<file path="src/rtl/adcsc_pkg.sv">
// constants shared by the converter control block and its conversion timer
package adcsc_pkg;

	// ----------------------------------------
	// register byte addresses
	// ----------------------------------------
	localparam logic [15:0] ADDR_RESULT_A_HIGH = 16'hffe0;
	localparam logic [15:0] ADDR_RESULT_A_LOW = 16'hffe1;
	localparam logic [15:0] ADDR_RESULT_B_HIGH = 16'hffe2;
	localparam logic [15:0] ADDR_RESULT_B_LOW = 16'hffe3;
	localparam logic [15:0] ADDR_RESULT_C_HIGH = 16'hffe4;
	localparam logic [15:0] ADDR_RESULT_C_LOW = 16'hffe5;
	localparam logic [15:0] ADDR_RESULT_D_HIGH = 16'hffe6;
	localparam logic [15:0] ADDR_RESULT_D_LOW = 16'hffe7;
	localparam logic [15:0] ADDR_CONVERSION_CONTROL_STATUS = 16'hffe8;
	localparam logic [15:0] ADDR_TRIGGER_CONTROL = 16'hffe9;

	// ----------------------------------------
	// field positions
	// ----------------------------------------
	localparam int CSR_FLAG_BIT = 7;
	localparam int CSR_IRQ_EN_BIT = 6;
	localparam int CSR_START_BIT = 5;
	localparam int CSR_MODE_BIT = 4;
	localparam int CSR_CKS_BIT = 3;
	localparam int CSR_GROUP_BIT = 2;
	localparam int TRIG_EN_BIT = 7;

	// ----------------------------------------
	// reset values
	// ----------------------------------------
	localparam logic [7:0] CSR_RESET = 8'h00;
	localparam logic [6:0] TRIG_FIXED_ONES = 7'h7f;
	localparam logic [9:0] RESULT_RESET = 10'h000;
	localparam logic [5:0] RESULT_PAD = 6'h00;
	localparam logic [7:0] UNMAPPED_READ = 8'h00;

	// ----------------------------------------
	// conversion lengths in states (one state = one system clock)
	// ----------------------------------------
	localparam int TIMER_W = 10;
	localparam logic [TIMER_W-1:0] FIRST_SLOW_STATES = 10'd266;
	localparam logic [TIMER_W-1:0] FIRST_FAST_STATES = 10'd134;
	localparam logic [TIMER_W-1:0] NEXT_SLOW_STATES = 10'd256;
	localparam logic [TIMER_W-1:0] NEXT_FAST_STATES = 10'd128;

endpackage

</file>
<file path="src/rtl/adcsc_timer_if.sv">
// handshake between the sequencer and the conversion timer
interface adcsc_timer_if;
	logic kick;
	logic abort;
	logic [adcsc_pkg::TIMER_W-1:0] length;
	logic done;
	logic busy;

	modport ctrl (
		output kick,
		output abort,
		output length,
		input done,
		input busy
	);

	modport timer (
		input kick,
		input abort,
		input length,
		output done,
		output busy
	);
endinterface

</file>
<file path="src/rtl/adcsc_top.sv">
// converter control, sequencing and result registers
//------------------------------------------------------------
// What this block does
// - result left-justified: top eight bits high byte, low two in bits 7:6
// - inputs 0/4 to A, 1/5 to B, 2/6 to C, 3/7 to D
// - result registers clear on reset and on standby entry
// - high byte read directly, low byte through a byte latch
// - high-byte read loads latch; read high first, low-only may be stale
// - control/status register clears on reset and standby
// - end flag sets after single conversion or after whole scan pass
// - end flag cleared by reset, standby, or a zero write after a read seeing one
// - interrupt request only while interrupt enable is one
// - single mode: start bit begins one conversion, hardware clears it
// - scan mode repeats until start cleared by software, reset or standby
// - each scan pass and restart begins at group's first input
// - external trigger pin can also set the start bit
// - mode bit zero selects single, one selects scan
// - first conversion 266 or 134 states, doubled at half clock
// - later scan conversions 256 or 128 states, doubled at half clock
// - single mode: bit 2 picks group, bits 1:0 pick input
// - scan mode: bits 1:0 give count n, scan first n+1 inputs
// - trigger register resets to 0x7f, low seven bits read one
// - trigger enable set: falling pin edge sets start bit, else ignored
//------------------------------------------------------------
module adcsc_top (
	// clock and reset
	input wire logic I_CLK_SYS,
	input wire logic I_RST_N,
	// power state and peripheral clock rate
	input wire logic I_STANDBY,
	input wire logic I_PCLK_HALF,
	// cpu byte bus
	input wire logic [15:0] I_ADDR,
	input wire logic [7:0] I_WDATA,
	input wire logic I_WR,
	input wire logic I_RD,
	output logic [7:0] O_RDATA,
	// analog front end
	input wire logic [9:0] I_CONV_DATA,
	output logic [2:0] O_CH_SEL,
	output logic O_SAMPLE,
	output logic O_CONV_BUSY,
	// external trigger and interrupt
	input wire logic I_EXT_TRIGGER_PIN_N,
	output logic O_CONVERSION_END_IRQ
);

	typedef enum logic {SEQ_IDLE, SEQ_CONV} adcsc_seq_e;

	adcsc_timer_if tif ();

	adcsc_seq_e state;
	logic conversion_end_flag;
	logic end_interrupt_enable;
	logic conversion_start_bit;
	logic scan_mode;
	logic conv_time_select;
	logic group_select;
	logic [1:0] channel_select;
	logic ext_trigger_enable;
	logic flag_seen;
	logic [9:0] result_reg [4];
	logic [7:0] low_latch;
	logic [1:0] scan_index;
	logic trg_s1;
	logic trg_s2;
	logic trg_s3;
	logic trig_fall;
	logic wr_csr;
	logic wr_trig;
	logic rd_csr;
	logic begin_conv;
	logic conv_done;
	logic pass_done;
	logic [1:0] slot;
	logic [adcsc_pkg::TIMER_W-1:0] first_len;
	logic [adcsc_pkg::TIMER_W-1:0] next_len;
	logic [7:0] csr_value;

	// ----------------------------------------
	// address decode
	// ----------------------------------------
	function automatic logic is_result(input logic [15:0] addr);
		return addr >= adcsc_pkg::ADDR_RESULT_A_HIGH && addr <= adcsc_pkg::ADDR_RESULT_D_LOW;
	endfunction

	function automatic logic [1:0] result_index(input logic [15:0] addr);
		return addr[2:1];
	endfunction

	assign wr_csr = I_WR && (I_ADDR == adcsc_pkg::ADDR_CONVERSION_CONTROL_STATUS);
	assign wr_trig = I_WR && (I_ADDR == adcsc_pkg::ADDR_TRIGGER_CONTROL);
	assign rd_csr = I_RD && (I_ADDR == adcsc_pkg::ADDR_CONVERSION_CONTROL_STATUS);

	assign csr_value = {conversion_end_flag, end_interrupt_enable, conversion_start_bit,
		scan_mode, conv_time_select, group_select, channel_select};

	// ----------------------------------------
	// trigger pin synchroniser
	// ----------------------------------------
	// pin idles high; first stage read only by the second
	always_ff @(posedge I_CLK_SYS or negedge I_RST_N) begin
		if (!I_RST_N) begin
			trg_s1 <= 1'b1;
			trg_s2 <= 1'b1;
			trg_s3 <= 1'b1;
		end else begin
			trg_s1 <= I_EXT_TRIGGER_PIN_N;
			trg_s2 <= trg_s1;
			trg_s3 <= trg_s2;
		end
	end

	assign trig_fall = trg_s3 && !trg_s2 && ext_trigger_enable;

	// ----------------------------------------
	// sequencer
	// ----------------------------------------
	// restart at first
	assign begin_conv = (state == SEQ_IDLE) && conversion_start_bit;
	assign conv_done = (state == SEQ_CONV) && conversion_start_bit && tif.done;
	assign pass_done = !scan_mode || (scan_index == channel_select);
	assign slot = scan_mode ? scan_index : channel_select;

	assign first_len = (conv_time_select ? adcsc_pkg::FIRST_FAST_STATES : adcsc_pkg::FIRST_SLOW_STATES)
		<< I_PCLK_HALF;
	assign next_len = (conv_time_select ? adcsc_pkg::NEXT_FAST_STATES : adcsc_pkg::NEXT_SLOW_STATES)
		<< I_PCLK_HALF;

	assign tif.kick = begin_conv || (conv_done && scan_mode);
	assign tif.length = begin_conv ? first_len : next_len;
	// start bit cleared mid-conversion drops the conversion
	assign tif.abort = (state == SEQ_CONV) && !conversion_start_bit;

	always_ff @(posedge I_CLK_SYS or negedge I_RST_N) begin
		if (!I_RST_N) begin
			state <= SEQ_IDLE;
		end else if (I_STANDBY) begin
			state <= SEQ_IDLE;
		end else begin
			unique case (state)
				SEQ_IDLE: begin
					if (begin_conv) begin
						state <= SEQ_CONV;
					end
				end
				SEQ_CONV: begin
					if (!conversion_start_bit || (conv_done && !scan_mode)) begin
						state <= SEQ_IDLE;
					end
				end
			endcase
		end
	end

	always_ff @(posedge I_CLK_SYS or negedge I_RST_N) begin
		if (!I_RST_N) begin
			scan_index <= 2'h0;
		end else if (begin_conv || I_STANDBY) begin
			scan_index <= 2'h0;
		end else if (conv_done) begin
			scan_index <= pass_done ? 2'h0 : scan_index + 2'h1;
		end
	end

	adcsc_conv_timer u_timer (
		.i_clk(I_CLK_SYS),
		.i_rst_n(I_RST_N),
		.tif(tif)
	);

	// ----------------------------------------
	// control/status register
	// ----------------------------------------
	// cleared fields
	always_ff @(posedge I_CLK_SYS or negedge I_RST_N) begin
		if (!I_RST_N) begin
			{end_interrupt_enable, scan_mode, conv_time_select, group_select, channel_select} <= '0;
		end else if (I_STANDBY) begin
			{end_interrupt_enable, scan_mode, conv_time_select, group_select, channel_select} <= '0;
		end else if (wr_csr) begin
			end_interrupt_enable <= I_WDATA[adcsc_pkg::CSR_IRQ_EN_BIT];
			scan_mode <= I_WDATA[adcsc_pkg::CSR_MODE_BIT];
			conv_time_select <= I_WDATA[adcsc_pkg::CSR_CKS_BIT];
			group_select <= I_WDATA[adcsc_pkg::CSR_GROUP_BIT];
			channel_select <= I_WDATA[1:0];
		end
	end

	// start self-clear
	// trigger set placed last so a pin edge wins over a write or the self-clear; standby still drops it
	always_ff @(posedge I_CLK_SYS or negedge I_RST_N) begin
		if (!I_RST_N) begin
			conversion_start_bit <= 1'b0;
		end else if (I_STANDBY) begin
			conversion_start_bit <= 1'b0;
		end else begin
			if (conv_done && !scan_mode) begin
				conversion_start_bit <= 1'b0;
			end
			if (wr_csr) begin
				conversion_start_bit <= I_WDATA[adcsc_pkg::CSR_START_BIT];
			end
			if (trig_fall) begin
				conversion_start_bit <= 1'b1;
			end
		end
	end

	always_ff @(posedge I_CLK_SYS or negedge I_RST_N) begin
		if (!I_RST_N) begin
			flag_seen <= 1'b0;
		end else if (I_STANDBY || wr_csr) begin
			flag_seen <= 1'b0;
		end else if (rd_csr && conversion_end_flag) begin
			flag_seen <= 1'b1;
		end
	end

	always_ff @(posedge I_CLK_SYS or negedge I_RST_N) begin
		if (!I_RST_N) begin
			conversion_end_flag <= 1'b0;
		end else if (I_STANDBY) begin
			conversion_end_flag <= 1'b0;
		end else if (conv_done && pass_done) begin
			conversion_end_flag <= 1'b1;
		end else if (wr_csr && flag_seen && !I_WDATA[adcsc_pkg::CSR_FLAG_BIT]) begin
			conversion_end_flag <= 1'b0;
		end
	end

	always_ff @(posedge I_CLK_SYS or negedge I_RST_N) begin
		if (!I_RST_N) begin
			ext_trigger_enable <= 1'b0;
		end else if (I_STANDBY) begin
			ext_trigger_enable <= 1'b0;
		end else if (wr_trig) begin
			ext_trigger_enable <= I_WDATA[adcsc_pkg::TRIG_EN_BIT];
		end
	end

	// ----------------------------------------
	// result registers
	// ----------------------------------------
	for (genvar g = 0; g < 4; g++) begin : g_result
		always_ff @(posedge I_CLK_SYS or negedge I_RST_N) begin
			if (!I_RST_N) begin
				result_reg[g] <= adcsc_pkg::RESULT_RESET;
			end else if (I_STANDBY) begin
				result_reg[g] <= adcsc_pkg::RESULT_RESET;
			end else if (conv_done && slot == 2'(g)) begin
				result_reg[g] <= I_CONV_DATA;
			end
		end
	end

	// ----------------------------------------
	// read port
	// ----------------------------------------
	// latched low byte
	always_ff @(posedge I_CLK_SYS or negedge I_RST_N) begin
		if (!I_RST_N) begin
			low_latch <= 8'h00;
		end else if (I_STANDBY) begin
			low_latch <= 8'h00;
		end else if (I_RD && is_result(I_ADDR) && !I_ADDR[0]) begin
			low_latch <= {result_reg[result_index(I_ADDR)][1:0], adcsc_pkg::RESULT_PAD};
		end
	end

	always_ff @(posedge I_CLK_SYS or negedge I_RST_N) begin
		if (!I_RST_N) begin
			O_RDATA <= 8'h00;
		end else if (I_RD) begin
			if (is_result(I_ADDR)) begin
				O_RDATA <= I_ADDR[0] ? low_latch : result_reg[result_index(I_ADDR)][9:2];
			end else if (I_ADDR == adcsc_pkg::ADDR_CONVERSION_CONTROL_STATUS) begin
				O_RDATA <= csr_value;
			end else if (I_ADDR == adcsc_pkg::ADDR_TRIGGER_CONTROL) begin
				O_RDATA <= {ext_trigger_enable, adcsc_pkg::TRIG_FIXED_ONES};
			end else begin
				O_RDATA <= adcsc_pkg::UNMAPPED_READ;
			end
		end
	end

	// ----------------------------------------
	// outputs
	// ----------------------------------------
	// gated by enable
	assign O_CONVERSION_END_IRQ = conversion_end_flag && end_interrupt_enable;
	// a scan kick shows the channel it starts, not the one ending
	assign O_CH_SEL = {group_select, !(tif.kick && scan_mode) ? slot :
		(begin_conv || pass_done) ? 2'h0 : scan_index + 2'h1};
	assign O_SAMPLE = tif.kick;
	assign O_CONV_BUSY = (state == SEQ_CONV);
endmodule

</file>
<file path="src/rtl/adcsc_conv_timer.sv">
// counts out one conversion and pulses done in its last state
module adcsc_conv_timer (
	// clock and reset
	input wire logic i_clk,
	input wire logic i_rst_n,
	// sequencer side
	adcsc_timer_if.timer tif
);

	logic [adcsc_pkg::TIMER_W-1:0] count;

	// ----------------------------------------
	// down counter
	// ----------------------------------------
	// a kick in the done cycle reloads, so scan passes run back to back
	always_ff @(posedge i_clk or negedge i_rst_n) begin
		if (!i_rst_n) begin
			count <= '0;
		end else if (tif.kick) begin
			count <= tif.length;
		end else if (tif.abort) begin
			count <= '0;
		end else if (count != '0) begin
			count <= count - 1'b1;
		end
	end

	assign tif.done = (count == adcsc_pkg::TIMER_W'(1));
	assign tif.busy = (count != '0);
endmodule

</file>
<file path="config.mk">
export PLATFORM = sky130hd
export DESIGN_NAME = adcsc_top
export DESIGN_NICKNAME = d
export VERILOG_FILES = /design/src/rtl/adcsc_pkg.sv /design/src/rtl/adcsc_timer_if.sv /design/src/rtl/adcsc_top.sv /design/src/rtl/adcsc_conv_timer.sv
export SDC_FILE = /design/constraint.sdc
export NUM_CORES = 1
export LEC_CHECK = 0
export BUFFER_PORTS_ARGS = -buffer_cell sky130_fd_sc_hd__buf_2
export CORE_UTILIZATION = 30
export CTS_CLUSTER_SIZE = 25
export DETAILED_ROUTE_END_ITERATION = 7
export PLACE_DENSITY = 0.55
export SLEW_MARGIN = 10
export SYNTH_ARGS = -nofsm -noshare
export SYNTH_HDL_FRONTEND = slang
export SYNTH_SLANG_ARGS = --single-unit
</file>
<file path="constraint.sdc">
create_clock -name I_CLK_SYS -period 2.9 [get_ports I_CLK_SYS]
set_clock_uncertainty 0.2 [all_clocks]
set_input_delay 0.29 -clock I_CLK_SYS [delete_from_list [all_inputs] [get_ports I_CLK_SYS]]
set_output_delay 0.29 -clock I_CLK_SYS [all_outputs]
set_load 0.01 [all_outputs]
</file>
==> reports/summary.txt <==
peak supply drop = 289 uV
switching share of power = 24.7%
EDFF count, synth = 0
ys flop type = dfrtp_1
Avg Cell Area, Syn = 10.1 um2
Design Area, Final = 0.00492 mm2
Longest Clk Path Bufs = 2
Reg power frac = 48.1%
Die Area = 0.0141 mm2
Remaining DRCs = 0
crit path max-delay cell type = dfrtp_1
total power = 2.30 mW
leakage power = 2.20 nW
Switch Pwr = 568 uW
DR pass1 iterations = 4
CP max stage delay = 0.40 ns
Rel. slew slack = 33.9%
DRT iter0 DRCs = 215
worst slew pin tran = 0.992 ns
WHS Path Cells = 3
first-pass GRT wire length = 18500 um
RR Endpoint = result_reg[10]
final period utilization = 97.3%
Power Dens Cells = 468 mW/mm2
post-placement cell area = 0.00459 mm2
initial antenna violation count = 0
clock root buffer = clkbuf_16
Site Rows = 42
CTS tree = done
WL/cell = 17.1 um
number of global-route vias before repair = 3432
status = completed
hpwl dp = 7590 um
synth unique cells = 51
synthesized area = 0.00410 mm2
Buffers on Ports = 54
fin crit period = 2.82 ns
Startpoint Class = flip-flop
Crit Reg-Reg Startpoint = u_timer.count[1]
synthesized instance count = 406
hold crit path type = in2reg
placer congestion estimate = 0.839
GRT Total Usage = 16.7%
max FFs per register = 40
combinational power share = 7.5%
type of the worst setup path = reg2out
max-slew violations = 0
Hold Path Origin = I_WDATA[0]
core area = 0.0133 mm2
crit-path max FO = 4
CP top delay family = simple AND/OR/NAND/NOR gates
Area Overhead vs Synth = 20.0%
CP required = 2.41 ns
Worst-path clk slew = 0.06 ns
Seq cells post-synth = 76
width of the die = 119 um
IO Pins = 55
clk sinks = 76
final core utilization = 37.0%
total grt overflow = 0
Routed Antenna Nets = 0
Num CTS Buffers = 9
Syn. warnings = 0
layout cells sized above 1 = 24.8%
Final WS setup = 0.0788 ns
Die H = 119 um
CP Cell Sequence = inv_1 > ha_1 > nand4b_1 > nor4_4 > mux2_2 > o21ai_1 > buf_2
Clk pwr share = 44.3%
routed vias = 3417
CP arrival = 2.33 ns
P_int = 1.73 mW
post-synthesis sequential area ratio = 46.5%
final hold viol count = 0
cells on worst reg2reg path = 7
initial core utilization = 30.8%
Max Cap Viol = 0
setup TNS = 0 ns
Place WS = 0.303 ns
kind of end point of the critical path = output port
CP bufs+invs = 2
largest net degree at the start of global routing = 77
clock latency on the worst-skew pair = 0.33 ns
hold path endpoint = channel_select[0]
Final setup viols = 0
final net count = 504
H-tree Lvls = 3
total routed wirelength = 11000 um
via/cell ratio = 5.34
R2R setup slack = 0.10 ns
Mapped Nets = 451
fmax = 354 MHz
asr flop ratio synth = 100%
Antenna diodes = 0
## cells by family (layout without fill, tap and decap cells)
| group | after synthesis | count (layout) | share of synthesized area (%) |
|---|---|---|---|
| xor+xnor | 7 | 7 | 1.50 |
| mux | 45 | 45 | 14.1 |
| flops | 76 | 76 | 46.5 |
| buf+inv | 43 | 101 | 4.37 |
| simple gates | 157 | 157 | 19.5 |
| fa+ha+maj | 4 | 4 | 1.22 |
| compound gates | 74 | 74 | 12.8 |
## synth_stat cells (5+ instances only)
| library cell | n | area (um2) |
|---|---|---|
| nand2b_1 | 13 | 81.3 |
| mux4_2 | 10 | 225 |
| a21oi_1 | 11 | 55.1 |
| mux2i_1 | 33 | 330 |
| o211ai_1 | 5 | 37.5 |
| dfrtp_1 | 73 | 1830 |
| o21ai_0 | 17 | 85.1 |
| nor4_1 | 18 | 113 |
| buf_2 | 5 | 25.0 |
| a31o_1 | 10 | 87.6 |
| nand3_1 | 15 | 75.1 |
| or4_1 | 6 | 45.0 |
| clkbuf_1 | 23 | 86.3 |
| a221oi_1 | 7 | 61.3 |
| inv_1 | 9 | 33.8 |
| nand2_1 | 60 | 225 |
| nor3_1 | 6 | 30.0 |
| nor2_1 | 13 | 48.8 |
| nand4_1 | 8 | 50.1 |
## power groups by stage
stage          Clock, mW  Combinational [mW]  Sequential [mW]
3_3_place_gp           0               0.171             1.13
4_1_cts             1.05               0.176             1.11
3_5_place_dp           0               0.173             1.13
2_1_floorplan          0              0.0851             1.12
6_report            1.02               0.174             1.11
5_1_grt             1.10               0.197             1.11
## worst min-delay path: stages
cell	delay, ns
buf_2	0.10
nand4_1	0.06
a21oi_1	0.06
## cells in the final DEF, fill, tap and decap left out, types with 13 or more instances in the layout
master,synthesis,final
nor2_1,13,13
nand2_1,60,60
mux2i_1,33,33
buf_4,1,21
dfrtp_1,73,73
nand3_1,15,15
o21ai_0,17,16
buf_2,5,53
nand2b_1,13,13
nor4_1,18,16
## layout make-up
class / count / area, um2
Clock buffer: 11 / 233
Inverter: 9 / 33.8
Multi-Input combinational cell: 287 / 2040
Clock inverter: 5 / 37.5
Timing Repair Buffer: 76 / 443
Tap cell: 176 / 220
Sequential cell: 76 / 1910
Fill cell: 1325 / 8380
## through the flow
stage | hold WS, ns | std cells
6_report | 0.0156 | 640
5_1_grt | 0.0309 | 640
4_1_cts | 0.00506 | 638
3_5_place_dp | 0.152 | 620
3_3_place_gp | 0.148 | 620
2_1_floorplan | -0.206 | 406
## per-layer routing
metal	vias to the layer above	share of wire, %	GRT usage (%)
met1	1710	47	24.0
met2	100	47	25.0
met4	0	1.2	4.83
li1	1597	-	-
met3	10	4.8	3.74
met5	-	0	0
## how the worst max path moves through the flow
stage                startpoint             end  slack (ns)  depth (start not counted)
3_5_place_dp   u_timer.count[1]  result_reg[15]        0.30                          6
5_1_grt        u_timer.count[1]  result_reg[10]       -0.03                          7
4_1_cts        u_timer.count[1]     O_CH_SEL[0]        0.01                          7
2_1_floorplan  u_timer.count[4]     O_CH_SEL[0]        0.21                          5
3_3_place_gp   u_timer.count[4]  result_reg[12]        0.35                          4
6_report       u_timer.count[1]     O_CH_SEL[0]        0.08                          7
## repair_timing
item,CTS,global route
hold buffers,2,0
hold endpoints to repair,74,0
pin swaps,0,1
endpoints found under the setup margin,1,3
setup buffers,0,2
gates resized for setup,1,3
cloned,0,0
(Power assumes the default switching activity.)
